==> config.mk <==
export PLATFORM = sky130hd
export DESIGN_NAME = dcr_top
export DESIGN_NICKNAME = d
export VERILOG_FILES = /design/src/hdl/dcr_pkg.sv /design/src/hdl/dcr_sync_if.sv /design/src/hdl/dcr_sync.sv /design/src/hdl/dcr_top.sv
export VERILOG_INCLUDE_DIRS = /design/src /design/src/hdl
export SDC_FILE = /design/constraint.sdc
export NUM_CORES = 1
export LEC_CHECK = 0
export BUFFER_PORTS_ARGS = -buffer_cell sky130_fd_sc_hd__buf_2
export CAP_MARGIN = 15
export CORE_UTILIZATION = 50
export CTS_BUF_LIST = sky130_fd_sc_hd__clkbuf_8
export DETAILED_ROUTE_END_ITERATION = 10
export MAX_ROUTING_LAYER = met4
export PLACE_DENSITY = 0.79
export SLEW_MARGIN = 20
export SYNTH_ARGS = -nofsm -noshare
export SYNTH_HDL_FRONTEND = slang
export SYNTH_SLANG_ARGS = --single-unit
==> constraint.sdc <==
create_clock -name aclk -period 3 [get_ports aclk]
set_input_delay 0.3 -clock aclk [delete_from_list [all_inputs] [get_ports aclk]]
set_output_delay 0.3 -clock aclk [all_outputs]
set_load 0.02 [all_outputs]
==> src/hdl/dcr_cfg.svh <==
`ifndef DCR_CFG_SVH
`define DCR_CFG_SVH
// Byte addresses
`define DCR_OFS_CMP_CTRL 8'h00
`define DCR_OFS_REF_CTRL 8'h04
`define DCR_OFS_IRQ_STAT 8'h08
`define DCR_OFS_IRQ_MASK 8'h0c
// Comparator control fields
`define DCR_B_STOP_IDLE 15
`define DCR_B_B_EVT 13
`define DCR_B_A_EVT 12
`define DCR_B_B_EN 11
`define DCR_B_A_EN 10
`define DCR_B_B_PAD 9
`define DCR_B_A_PAD 8
`define DCR_B_B_RES 7
`define DCR_B_A_RES 6
`define DCR_B_B_INV 5
`define DCR_B_A_INV 4
`define DCR_B_B_NEG 3
`define DCR_B_B_POS 2
`define DCR_B_A_NEG 1
`define DCR_B_A_POS 0
// Writable bits of comparator control
`define DCR_CMP_WMASK 16'h8f3f
// Reference control fields
`define DCR_B_REF_PWR 7
`define DCR_B_REF_PIN 6
`define DCR_B_REF_RANGE 5
`define DCR_B_REF_SRC 4
`define DCR_REF_WMASK 16'h00ff
`define DCR_RST_CMP 16'h0000
`define DCR_RST_REF 16'h0000
`define DCR_RST_MASK 2'h0
`define DCR_RESP_OKAY 2'h0
`define DCR_RESP_SLVERR 2'h2
`endif

==> src/hdl/dcr_pkg.sv <==
package dcr_pkg;
   typedef enum logic [2:0] {
      DCR_W_IDLE = 3'b001,
      DCR_W_BUSY = 3'b010,
      DCR_W_RESP = 3'b100
   } dcr_wstate_t;
   typedef logic [15:0] dcr_word_t;
endpackage

==> src/hdl/dcr_sync_if.sv <==
`timescale 1ns/1ns
`default_nettype none
interface dcr_sync_if;
   logic [1:0] raw;
   logic [1:0] stable;
   modport src (output raw);
   modport dst (input raw, output stable);
endinterface
`default_nettype wire

==> src/hdl/dcr_sync.sv <==
`timescale 1ns/1ns
`default_nettype none
// Three-stage synchroniser; a change counts once stages two and three agree
module dcr_sync
   import dcr_pkg::*;
(
   // Clock and reset
   input wire logic aclk,
   input wire logic aresetn,
   // Raw and filtered levels
   dcr_sync_if.dst s
);
   logic [1:0] st1;
   logic [1:0] st2;
   logic [1:0] st3;
   logic [1:0] held;
   wire [1:0] agree = ~(st2 ^ st3);
   wire [1:0] next_held = (agree & st3) | (~agree & held);
   always_ff @(posedge aclk) begin
      if (!aresetn) begin
         st1 <= 2'h0;
         st2 <= 2'h0;
         st3 <= 2'h0;
         held <= 2'h0;
      end else begin
         st1 <= s.raw;
         st2 <= st1;
         st3 <= st2;
         held <= next_held;
      end
   end
   assign s.stable = held;
endmodule // dcr_sync
`default_nettype wire

==> src/hdl/dcr_top.sv <==
// Design decisions made here: the register addresses and register access over AXI4-Lite.
`include "dcr_cfg.svh"
`timescale 1ns/1ns
`default_nettype none
module dcr_top
   import dcr_pkg::*;
(
   // Clock and reset
   input wire logic aclk,
   input wire logic aresetn,
   // AXI4-Lite write address
   input wire logic [7:0] s_axi_awaddr,
   input wire logic s_axi_awvalid,
   output logic s_axi_awready,
   // AXI4-Lite write data
   input wire logic [31:0] s_axi_wdata,
   input wire logic [3:0] s_axi_wstrb,
   input wire logic s_axi_wvalid,
   output logic s_axi_wready,
   // AXI4-Lite write response
   output logic [1:0] s_axi_bresp,
   output logic s_axi_bvalid,
   input wire logic s_axi_bready,
   // AXI4-Lite read address
   input wire logic [7:0] s_axi_araddr,
   input wire logic s_axi_arvalid,
   output logic s_axi_arready,
   // AXI4-Lite read data
   output logic [31:0] s_axi_rdata,
   output logic [1:0] s_axi_rresp,
   output logic s_axi_rvalid,
   input wire logic s_axi_rready,
   // Analog front end: raw comparison results, plus above minus
   input wire logic [1:0] cmp_raw_gt,
   input wire logic device_idle,
   // Comparator A analog steering
   output logic cmp_a_run,
   output logic cmp_a_pos_from_pin,
   output logic cmp_a_neg_from_plus_pin,
   // Comparator B analog steering
   output logic cmp_b_run,
   output logic cmp_b_pos_from_pin,
   output logic cmp_b_neg_from_plus_pin,
   // Result pads
   output logic [1:0] cmp_pad_out,
   output logic [1:0] cmp_pad_oe_n,
   // Reference ladder
   output logic ref_power_on,
   output logic ref_pin_drive,
   output logic ref_range_select,
   output logic ref_source_select,
   output logic [3:0] ref_level_code,
   // Interrupt
   output logic irq
);
   dcr_word_t cmp_ctrl;
   dcr_word_t ref_ctrl;
   logic [1:0] evt;
   logic [1:0] irq_mask;
   logic [1:0] res;
   logic [1:0] res_q;
   logic res_valid;
   dcr_wstate_t wstate;
   logic [7:0] waddr;
   logic [31:0] wdata;
   logic [3:0] wstrb;
   logic aw_got;
   logic w_got;

   dcr_sync_if sif ();
   assign sif.raw = cmp_raw_gt;
   dcr_sync u_sync (
      .aclk(aclk),
      .aresetn(aresetn),
      .s(sif)
   );

   function automatic dcr_word_t merge16(input dcr_word_t old, input logic [31:0] d,
                                         input logic [3:0] be, input dcr_word_t wm);
      dcr_word_t lane;
      lane = {{8{be[1]}}, {8{be[0]}}} & wm;
      merge16 = (old & ~lane) | (d[15:0] & lane);
   endfunction

   // Enables and inversion
   wire [1:0] en = {cmp_ctrl[`DCR_B_B_EN], cmp_ctrl[`DCR_B_A_EN]};
   wire [1:0] inv = {cmp_ctrl[`DCR_B_B_INV], cmp_ctrl[`DCR_B_A_INV]};
   // Disabled comparator reports zero
   wire [1:0] next_res = en & (sif.stable ^ inv);
   wire [1:0] changed = res_valid ? (next_res ^ res_q) : 2'h0;
   wire idle_block = cmp_ctrl[`DCR_B_STOP_IDLE] & device_idle;
   wire [1:0] pad_en = {cmp_ctrl[`DCR_B_B_PAD], cmp_ctrl[`DCR_B_A_PAD]};

   // Write path decode
   wire aw_hs = s_axi_awvalid & s_axi_awready;
   wire w_hs = s_axi_wvalid & s_axi_wready;
   wire [7:0] next_waddr = aw_hs ? s_axi_awaddr : waddr;
   wire have_aw = aw_got | aw_hs;
   wire have_w = w_got | w_hs;
   wire do_write = (wstate == DCR_W_BUSY) & have_aw & have_w;
   wire [31:0] eff_wdata = w_hs ? s_axi_wdata : wdata;
   wire [3:0] eff_wstrb = w_hs ? s_axi_wstrb : wstrb;
   wire wr_cmp = do_write & (next_waddr == `DCR_OFS_CMP_CTRL);
   wire wr_ref = do_write & (next_waddr == `DCR_OFS_REF_CTRL);
   wire wr_stat = do_write & (next_waddr == `DCR_OFS_IRQ_STAT);
   wire wr_mask = do_write & (next_waddr == `DCR_OFS_IRQ_MASK);
   wire wr_ok = wr_cmp | wr_ref | wr_stat | wr_mask;

   // Read path decode
   wire ar_hs = s_axi_arvalid & s_axi_arready;
   wire rd_cmp = s_axi_araddr == `DCR_OFS_CMP_CTRL;
   wire rd_ref = s_axi_araddr == `DCR_OFS_REF_CTRL;
   wire rd_stat = s_axi_araddr == `DCR_OFS_IRQ_STAT;
   wire rd_mask = s_axi_araddr == `DCR_OFS_IRQ_MASK;
   wire rd_ok = rd_cmp | rd_ref | rd_stat | rd_mask;
   wire [15:0] cmp_view = {cmp_ctrl[15], 1'b0, evt[1], evt[0], cmp_ctrl[11:8],
                           res[1], res[0], cmp_ctrl[5:0]};
   wire [31:0] next_rdata = rd_cmp ? {16'h0000, cmp_view} :
                            rd_ref ? {16'h0000, ref_ctrl} :
                            rd_stat ? {30'h00000000, evt} :
                            rd_mask ? {30'h00000000, irq_mask} : 32'h00000000;

   // Event flags: a clear by read or write-one loses to a new change
   wire [1:0] clr_by_read = (ar_hs & (rd_stat | rd_cmp)) ? 2'h3 : 2'h0;
   wire [1:0] clr_by_w1c = wr_cmp ? ({eff_wdata[`DCR_B_B_EVT], eff_wdata[`DCR_B_A_EVT]} &
                                     {eff_wstrb[1], eff_wstrb[1]}) : 2'h0;
   wire [1:0] next_evt = changed | (evt & ~(clr_by_read | clr_by_w1c));
   wire next_irq = |(evt & irq_mask) & ~idle_block;

   wire dcr_word_t next_cmp = wr_cmp ? merge16(cmp_ctrl, eff_wdata, eff_wstrb,
                                             `DCR_CMP_WMASK) : cmp_ctrl;
   wire dcr_word_t next_ref = wr_ref ? merge16(ref_ctrl, eff_wdata, eff_wstrb,
                                             `DCR_REF_WMASK) : ref_ctrl;
   wire [1:0] next_mask = (wr_mask & eff_wstrb[0]) ? eff_wdata[1:0] : irq_mask;

   // Comparator state
   always_ff @(posedge aclk) begin
      if (!aresetn) begin
         res <= 2'h0;
         res_q <= 2'h0;
         res_valid <= 1'b0;
         evt <= 2'h0;
         irq <= 1'b0;
      end else begin
         res <= next_res;
         res_q <= next_res;
         res_valid <= 1'b1;
         evt <= next_evt;
         irq <= next_irq;
      end
   end

   // Registers
   always_ff @(posedge aclk) begin
      if (!aresetn) begin
         cmp_ctrl <= `DCR_RST_CMP;
         ref_ctrl <= `DCR_RST_REF;
         irq_mask <= `DCR_RST_MASK;
      end else begin
         cmp_ctrl <= next_cmp;
         ref_ctrl <= next_ref;
         irq_mask <= next_mask;
      end
   end

   // Write channel
   wire dcr_wstate_t next_wstate = (wstate == DCR_W_IDLE) ? DCR_W_BUSY :
                                   (wstate == DCR_W_BUSY) ? (do_write ? DCR_W_RESP : DCR_W_BUSY) :
                                   ((s_axi_bvalid & s_axi_bready) ? DCR_W_BUSY : DCR_W_RESP);
   wire next_awready = (next_wstate == DCR_W_BUSY) & ~(aw_got & ~do_write) & ~aw_hs;
   wire next_wready = (next_wstate == DCR_W_BUSY) & ~(w_got & ~do_write) & ~w_hs;
   always_ff @(posedge aclk) begin
      if (!aresetn) begin
         wstate <= DCR_W_IDLE;
         s_axi_awready <= 1'b0;
         s_axi_wready <= 1'b0;
         s_axi_bvalid <= 1'b0;
         s_axi_bresp <= `DCR_RESP_OKAY;
         aw_got <= 1'b0;
         w_got <= 1'b0;
         waddr <= 8'h00;
         wdata <= 32'h00000000;
         wstrb <= 4'h0;
      end else begin
         wstate <= next_wstate;
         aw_got <= have_aw & ~do_write;
         w_got <= have_w & ~do_write;
         waddr <= next_waddr;
         wdata <= eff_wdata;
         wstrb <= eff_wstrb;
         s_axi_awready <= (wstate == DCR_W_IDLE) ? 1'b1 :
                          (next_wstate == DCR_W_BUSY) & ~have_aw | (do_write & 1'b0) |
                          ((wstate == DCR_W_RESP) & (next_wstate == DCR_W_BUSY));
         s_axi_wready <= (wstate == DCR_W_IDLE) ? 1'b1 :
                         (next_wstate == DCR_W_BUSY) & ~have_w |
                         ((wstate == DCR_W_RESP) & (next_wstate == DCR_W_BUSY));
         if (do_write) begin
            s_axi_bvalid <= 1'b1;
            s_axi_bresp <= wr_ok ? `DCR_RESP_OKAY : `DCR_RESP_SLVERR;
         end else if (s_axi_bready) begin
            s_axi_bvalid <= 1'b0;
         end
      end
   end
   wire unused_ready = next_awready | next_wready;

   // Read channel: one outstanding read, arready low while data is held
   always_ff @(posedge aclk) begin
      if (!aresetn) begin
         s_axi_arready <= 1'b0;
         s_axi_rvalid <= 1'b0;
         s_axi_rdata <= 32'h00000000;
         s_axi_rresp <= `DCR_RESP_OKAY;
      end else begin
         if (ar_hs) begin
            s_axi_arready <= 1'b0;
            s_axi_rvalid <= 1'b1;
            s_axi_rdata <= next_rdata;
            s_axi_rresp <= rd_ok ? `DCR_RESP_OKAY : `DCR_RESP_SLVERR;
         end else if (s_axi_rvalid & s_axi_rready) begin
            s_axi_rvalid <= 1'b0;
            s_axi_arready <= 1'b1;
         end else if (!s_axi_rvalid) begin
            s_axi_arready <= 1'b1;
         end
      end
   end

   // Analog steering and pads
   always_ff @(posedge aclk) begin
      if (!aresetn) begin
         cmp_a_run <= 1'b0;
         cmp_b_run <= 1'b0;
         cmp_a_pos_from_pin <= 1'b0;
         cmp_a_neg_from_plus_pin <= 1'b0;
         cmp_b_pos_from_pin <= 1'b0;
         cmp_b_neg_from_plus_pin <= 1'b0;
         cmp_pad_out <= 2'h0;
         cmp_pad_oe_n <= 2'h3;
      end else begin
         cmp_a_run <= next_cmp[`DCR_B_A_EN];
         cmp_b_run <= next_cmp[`DCR_B_B_EN];
         cmp_a_pos_from_pin <= next_cmp[`DCR_B_A_POS];
         cmp_a_neg_from_plus_pin <= next_cmp[`DCR_B_A_NEG];
         cmp_b_pos_from_pin <= next_cmp[`DCR_B_B_POS];
         cmp_b_neg_from_plus_pin <= next_cmp[`DCR_B_B_NEG];
         cmp_pad_out <= next_res;
         cmp_pad_oe_n <= ~(pad_en & en);
      end
   end

   // Reference ladder controls; level = code/24 or 1/4 + code/32 of the source
   always_ff @(posedge aclk) begin
      if (!aresetn) begin
         ref_power_on <= 1'b0;
         ref_pin_drive <= 1'b0;
         ref_range_select <= 1'b0;
         ref_source_select <= 1'b0;
         ref_level_code <= 4'h0;
      end else begin
         ref_power_on <= next_ref[`DCR_B_REF_PWR];
         ref_pin_drive <= next_ref[`DCR_B_REF_PIN];
         ref_range_select <= next_ref[`DCR_B_REF_RANGE];
         ref_source_select <= next_ref[`DCR_B_REF_SRC];
         ref_level_code <= next_ref[3:0];
      end
   end
endmodule // dcr_top
`default_nettype wire

# After elaboration in Yosys (flattened, before gate mapping)
# Index checks and enable logic that the tools add are counted.
# classes
n_eq_ne	11
n_mux	27
bitwise	61
reduce_logical	6
# op_table
op	count
16-bit bitwise AND	3
16-bit two-way mux	3
8-bit by 4-bit == test with 1-bit output, second input constant	4
16-bit bitwise OR	2
1-bit bitwise AND	20
16-bit by 8-bit bitwise AND with 16-bit output	1
8-bit by 3-bit == test with 1-bit output, second input constant	2
8-bit zero test	2
2-bit two-way mux	8
8-bit two-way mux	2
16-bit inverter	1
8-bit inverter with 16-bit output	1
2-bit bitwise AND	7
12-bit two-way mux	1
3-bit two-way mux	4
1-bit bitwise OR	11
1-bit two-way mux	9
2-bit inverter	4
3-bit by 2-bit == test with 1-bit output, second input constant	2
2-bit bitwise OR	3
2-bit bitwise XOR	3
1-bit inverter	5
2-bit nonzero test	2
2-bit OR reduction	2
other kinds (3)	3
# totals
reg_bits	136
output_inout_bits	60
elab_cells	144

# Logic depth before layout (Yosys ltp)
# Gate-level depths: netlist of run 1.
# logic_depth
word_depth	11
ltp_mapped	6
depth_no_buf	4

# By module
# Synthesis of run 1 repeated with hierarchy kept, for this count alone.
# unflattened
cells_unflattened	377
hier_area_um2	3664.8
# modules_own_cells
module	instances	cells_each	area_per_inst_um2	seq_area_each_um2
dcr_top	1	357	3427.0	1621.6
dcr_sync	1	20	237.7	160.2

# Worst setup path before layout of run 1
# OpenSTA, ideal clock, no wires.
# synth_path
kind	flip-flop to flip-flop
from	reg s_axi_awready
to	reg (tool-made name)
arrival_time_ps	1968
t_required_ps	2879
path_slack_ps	911
path_stages_with_launch	6
n_path_buf	1
cell_sequence	dfxtp_1 > and2_2 > buf_4 > nand3_4 > a2111oi_4 > mux2_4
# synth_rtl
element	line	source
start: declaration	dcr_top.sv:14	output logic s_axi_awready,
start signal: assignment	dcr_top.sv:191	s_axi_awready <= (wstate == DCR_W_IDLE) ? 1'b1 :

==> flow_summary.ini, run 1 <==
[floorplanning]
initial_core_util_pct = 53.03
chipWidth_um = 87.82
boundaryPins = 122
core_mm2 = 0.006944
floorplan.die_area_mm2 = 0.007711
fp.dieH_um = 87.82
rows = 30

[critical_path]
required_ns = 3.25
worstSetupPathType = reg2reg
cpMaxStageDelayCell = a2111oi_4
r2r_start = s_axi_wready$_SDFF_PN0_
worstPathCellList = and2_1 > o221ai_2 > a2111oi_4 > mux2_2
setup.worst_path.start_class = register
endpoint_arrival_time_on_the_critical_path_ns = 2.48
ff2ff_setup_slack_ns = 0.77
crit_fanout = 11
cp.buffers_inverters = 0
slowest_delay_ns = 0.53
endpoint_kind = register
crit_path_max_delay_family = compound AO/OA/AOI/OAI gates
worst_r2r_path_depth = 4

[synth]
synth_compound_area_share_pct = 12.78
asyncSetResetFlopFracSynth_pct = 0
main_combinational_cell_family_by_area_after_synthesis = simple AND/OR/NAND/NOR gates
xor_xnor_fraction_of_synth_area_pct = 1.189
synth_cell_types = 45
synth.top_cells.by_count = dfxtp_1 (89), nand2_1 (63), mux2i_1 (28)
synth_fa_ha_area_share_pct = 0
synth-edff-count = 0
seq_area_frac_synth_pct = 48.39
synthSimpleGateAreaFrac_pct = 19.57
syn-instance-count = 384
warnings_synthesis = 0
postSynthRegisterBits = 89
post_synth.cell_area_avg_um2 = 9.589
netlist.top_cell.by_area = dfxtp_1
proportion_of_synthesized_area_in_mux_cells_pct = 11.18
yosys.cell_count.top_type = dfxtp_1
leading_register_cell_type_out_of_synthesis = dfxtp_1
post-synth-top-area-fraction_pct = 48.39
netlist_area_mm2 = 0.003682
synthTopCellsByArea = dfxtp_1 (48%), mux2i_1 (7.6%), nand2_1 (6.4%)

[power]
p_leak_nw = 1.856
internal_power_mw = 1.752
total_power_consumption_mw = 2.286
vdd.ir_drop.worst_uv = 297.9
pwr-share-clk_pct = 38.9
netSwitchingPower_mw = 0.5337
power.density_cell_area_mw_per_mm2 = 530.6
power_switching_share_pct = 23.35
p_seq_share_pct = 53.3
pwr-share-comb_pct = 7.8

[finish]
flow.area_growth_from_synthesis_pct = 16.99
utilization_pct = 62.04
num_antenna_cells = 0
proportion_of_layout_cells_with_a_drive_suffix_above_1_pct = 26.28
design.final.nets = 525

[sta]
grt_setup_unrepaired = false
min_period_over_period_pct = 74.29
fin_setup_tns_ns = 0
max_slew.worst_pin.slew_ns = 0.7972
fin_worst_skew_ns = 0.008989
report.final.hold_viol_count = 0
final_critical_path_setup_slack_ns = 0.7714
slew_headroom_pct = 46.36
finalWorstPathRequiredPeriod_ns = 2.229
maxClockFrequency_mhz = 448.7
setup_viol = 0
finalMaxSlewViolations = 0

[detailed_routing]
routedWlPerCell_um = 13.50
final_antenna_net_count = 0
drc = 0
drt_first_iter_violations = 128
drt_wl_total_mm = 7.616
number_of_vias_per_cell = 5.165
detailroute.via_count = 2913
drt-pass1-iter-count = 4

[clock_network]
cts-root-buf = clkbuf_8
cts_buffers = 9
maximum_level_of_the_cts_h_tree = 3
cts-resized-gates = 0
postCtsSetupRepairBufs = 0
clock_path_buffers = 2
clock-sinks = 89
cts_tree = done
clkSlewWorstSetupHoldPaths_ns = 0.08
number_of_hold_buffers_added_after_cts = 0
clkLatencyLatePin_ns = 0.35

[run]
timing.max_cap.violations = 0

[global_route]
antenna_found_initial = 0
grt-ovfl-total = 0
grt_max_degree = 46
grt_first_pass_wirelength_mm = 12.02
grt_pass1_vias = 2607
grtUsageTotal_pct = 21.29

[place]
dp_slack_ns = 0.7791
gp_congestion = 0.8231
placement.io_buffers = 83
post-dp-hpwl_mm = 5.538

[worst_hold_path]
holdPathEnd = irq$_SDFF_PN0_
worst_hold_path.num_cells = 2
timing.hold.worst.start = device_idle
hold_class = in2reg

[run_status]
outcome = finished clean
## routing by layer
layer	part of all wire (%)	GRT usage (%)
met5	0	-
met4	1.8	8.793
met3	5.2	4.618
met2	49	35.73
met1	44	24.59
## final cells by class
type                            count  area, um2
Timing Repair Buffer               85      430.4
Clock buffer                       10      137.6
Multi-Input combinational cell    268       1718
Sequential cell                    89       1782
Fill cell                         587       2636
Inverter                           10      37.54
Tap cell                           96      120.1
Clock inverter                      6      82.58
## power by group through the flow
| stage | combinational [mW] | clock (mW) | sequential, mW |
|---|---|---|---|
| 2_1_floorplan | 0.137 | 0 | 1.25 |
| 3_3_place_gp | 0.174 | 0 | 1.25 |
| 3_5_place_dp | 0.179 | 0 | 1.25 |
| 4_1_cts | 0.179 | 0.905 | 1.22 |
| 5_1_grt | 0.200 | 0.950 | 1.22 |
| 6_report | 0.179 | 0.888 | 1.22 |
## through the flow
stage          hold WS (ns)  area [um2]  instances
3_3_place_gp         0.4039        4088        548
3_5_place_dp         0.4045        4088        548
5_1_grt              0.1383        4308        564
2_1_floorplan        0.3277        3750        402
6_report             0.1440        4308        564
4_1_cts              0.1384        4308        564
## worst max-delay path by stage
stage / from / endpoint / cells after the start
after floorplan: s_axi_awready$_SDFF_PN0_ / register / 5
after CTS: s_axi_wready$_SDFF_PN0_ / irq_mask[0]$_SDFFE_PN0P_ / 4
after global placement: s_axi_wvalid / register / 5
after global routing: s_axi_wready$_SDFF_PN0_ / irq_mask[0]$_SDFFE_PN0P_ / 4
after detailed placement: s_axi_wvalid / register / 5
final: s_axi_wready$_SDFF_PN0_ / register / 4
## logic make-up after synthesis
kind of cell | Yosys count
AO/OA/AOI/OAI | 63
XOR/XNOR | 5
buffers and inverters | 45
flip-flops | 89
multiplexers | 39
other | 1
AND/OR/NAND/NOR | 142
## cells in the final DEF (no fill, tap or decap), types with 2 or more instances in the layout
master / instances
nand3_4: 2
clkinv_2: 2
nor2_1: 27
and3_1: 2
nand2b_1: 4
a2111oi_0: 2
mux2i_1: 28
a2bb2oi_1: 6
nor2b_1: 4
a31oi_1: 4
clkbuf_8: 10
o22ai_1: 2
nand3_1: 6
o21ai_0: 3
xor2_1: 4
a22oi_1: 7
conb_1: 19
buf_2: 83
buf_4: 2
nor3_1: 5
a211oi_1: 2
a2111oi_4: 3
nor3b_1: 3
and2_1: 14
nand2_1: 63
a21oi_1: 27
mux2_2: 9
o211ai_1: 4
bufinv_16: 2
dfxtp_1: 89
and4_1: 4
mux2_4: 2
inv_1: 10
(Power assumes the default switching activity.)
==> run 2: changes to the inputs <==
- ABC_AREA: not set -> 1
- CORE_UTILIZATION: 50 -> 47
- PLACE_DENSITY: 0.79 -> 0.78
- clock period: 3 -> 1.8 ns (I/O delays scaled with it)
==> run 2 against run 1 <==
Total power grew 75%. Non-clock buffer count grew 13. First-iteration DRC count shrank 2.3%. Via count grew 17%. Critical path depth grew 4. Maximum frequency grew 36%. Largest power group unchanged.
==> flow_summary.ini, run 2 <==
[clock_network]
maximum_level_of_the_cts_h_tree = 3
clock-sinks = 89
clock_path_buffers = 2
clkLatencyLatePin_ns = 0.36
cts_buffers = 9
cts_tree = done
cts-root-buf = clkbuf_8
clkSlewWorstSetupHoldPaths_ns = 0.09

[power]
p_seq_share_pct = 51.2
p_leak_nw = 2.423
total_power_consumption_mw = 3.994
power.density_cell_area_mw_per_mm2 = 876.7
internal_power_mw = 2.985
pwr-share-clk_pct = 37.8
pwr-share-comb_pct = 11.0
netSwitchingPower_mw = 1.009
vdd.ir_drop.worst_uv = 426.6
power_switching_share_pct = 25.26

[synth]
yosys.cell_count.top_type = dfxtp_1
asyncSetResetFlopFracSynth_pct = 0
seq_area_frac_synth_pct = 46.95
synth.top_cells.by_count = dfxtp_1 (89), nor2_1 (83), nand2_1 (82)
leading_register_cell_type_out_of_synthesis = dfxtp_1
syn-instance-count = 499
synth_cell_types = 35
netlist.top_cell.by_area = dfxtp_1
post_synth.cell_area_avg_um2 = 7.605
netlist_area_mm2 = 0.003795
postSynthRegisterBits = 89
warnings_synthesis = 0
synthTopCellsByArea = dfxtp_1 (47%), nor2_1 (8.2%), nand2_1 (8.1%)
post-synth-top-area-fraction_pct = 46.95
synth-edff-count = 0

[critical_path]
crit_path_max_delay_family = simple AND/OR/NAND/NOR gates
r2r_start = s_axi_wready$_SDFF_PN0_
cpMaxStageDelayCell = dfxtp_1
worstPathCellList = nand2_1 > buf_4 > nand2_1 > nand2_1 > nand3_2 > nor2_2 > o21ai_1 > nor2_1
slowest_delay_ns = 0.31
endpoint_kind = register
worst_setup_path_startpoint = s_axi_wready$_SDFF_PN0_
endpoint_arrival_time_on_the_critical_path_ns = 1.95
cpMostUsedCell = nand2_1
worstSetupPathType = reg2reg
crit_cells = 8
cp.buffers_inverters = 1
crit_fanout = 11
worst_r2r_path_depth = 8
ff2ff_setup_slack_ns = 0.16
required_ns = 2.11
setup.worst_path.start_class = register

[sta]
fin_setup_tns_ns = 0
finalWorstPathRequiredPeriod_ns = 1.643
maxClockFrequency_mhz = 608.5
min_period_over_period_pct = 91.30
setup_viol = 0
fin_worst_skew_ns = 0.009120
finalMaxSlewViolations = 0
grt_setup_unrepaired = false
final_critical_path_setup_slack_ns = 0.1566
report.final.hold_viol_count = 0
whs_ns = 0.08930

[global_route]
grt_max_degree = 38
grt-ovfl-total = 0
grt_first_pass_wirelength_mm = 13.85
grt_pass1_vias = 3112
antenna_found_initial = 0
grtUsageTotal_pct = 21.52

[floorplanning]
chipWidth_um = 91.86
fp.dieH_um = 91.86
initial_core_util_pct = 48.86
core_mm2 = 0.007767
floorplan.die_area_mm2 = 0.008437
rows = 32
boundaryPins = 122

[run_status]
outcome = finished clean

[finish]
layout_commonest_cell = dfxtp_1
design.final.nets = 655
finish.instance_area_mm2 = 0.004556
proportion_of_layout_cells_with_a_drive_suffix_above_1_pct = 24.25
num_antenna_cells = 0
flow.area_growth_from_synthesis_pct = 20.05
layout.cells.most_common_list = dfxtp_1 (88), buf_2 (83), nor2_1 (82)

[detailed_routing]
drt-pass1-iter-count = 5
routedWlPerCell_um = 12.18
drt_wl_total_mm = 8.529
number_of_vias_per_cell = 4.850
detailroute.via_count = 3395
drt_first_iter_violations = 125
drc = 0
final_antenna_net_count = 0

[place]
dp_slack_ns = 0.05015
placement.io_buffers = 83
gp_congestion = 0.8377
post-dp-hpwl_mm = 6.087
cell_area_after_placement_mm2 = 0.004270

[run]
timing.max_cap.violations = 0

[worst_hold_path]
hold_class = in2reg
## run 2: cell types whose count changed after synthesis, sizes merged, moves of 6 or more
cell     previous run  this run
nand3               8        21
inv                10        78
nand2              64        91
a32o                0         6
a2bb2oi             6         0
a2111oi             6         0
and2               15         0
or2                 0         7
a22oi               7         0
nor2               27        89
o21ai               3        27
nand4               0        10
mux2               11         0
mux2i              28         7
## run 2: stage by stage
step / utilization [%] / cells
after CTS: 58.20 / 698
final: 58.65 / 700
after global placement: 54.98 / 679
after global routing: 58.65 / 700
after floorplan: - / 517
after detailed placement: 54.98 / 679
## run 2: cell families after synthesis
| kind of cell | share of synthesized area (%) |
|---|---|
| DFF | 46.95 |
| muxes | 1.846 |
| AOI/OAI and AO/OA | 10.55 |
| and+or+nand+nor | 27.00 |
| other | 0.09882 |
| buffers and inverters | 13.55 |
## run 2: worst min path at each step
stage / from / endpoint / slack [ns] / cells past startpoint
after global routing: s_axi_rready / s_axi_rvalid$_SDFFE_PN0P_ / 0.09 / 4
final: s_axi_wdata[6] / wdata[6]$_SDFF_PN0_ / 0.09 / 3
after global placement: device_idle / irq$_SDFF_PN0_ / 0.36 / 2
after floorplan: aresetn / res_valid$_DFF_P_ / 0.21 / 0
after CTS: s_axi_wdata[7] / wdata[7]$_SDFF_PN0_ / 0.08 / 3
after detailed placement: device_idle / irq$_SDFF_PN0_ / 0.36 / 2
## run 2: final cells by class
type	count	area, um2
Fill cell	695	3212
Clock buffer	10	137.6
Sequential cell	89	1783
Multi-Input combinational cell	316	1593
Tap cell	102	127.6
Clock inverter	6	82.58
Timing Repair Buffer	98	535.5
Inverter	79	296.5
## run 2: timing repair
item,4_1_cts,5_1_grt
endpoints found under the hold margin,3,0
buffers inserted,0,1
hold buffers,3,0
setup endpoints to repair,0,16
resized for setup,0,7
## run 2: power groups by stage
stage / clock network, mW / logic (mW) / registers [mW]
floorplan: 0 / 0.314 / 2.11
global placement: 0 / 0.419 / 2.09
detailed placement: 0 / 0.429 / 2.09
CTS: 1.54 / 0.435 / 2.04
global route: 1.63 / 0.490 / 2.05
finish: 1.51 / 0.441 / 2.05
## run 2: worst register-to-register path: cells and delay by family, from the launching register on
family                 cells  cell delay [ns]
buffers and inverters      1             0.24
AND/OR/NAND/NOR            6             0.96
AO/OA/AOI/OAI              1             0.09
flip-flops                 1             0.31
## run 2: routing by layer
metal | track usage, % | share of wire, % | vias up
li1 | - | - | 1718
met1 | 24.38 | 42 | 1558
met2 | 36.07 | 51 | 102
met3 | 3.400 | 4.9 | 17
met4 | 12.37 | 2.1 | 0
met5 | - | 0 | -
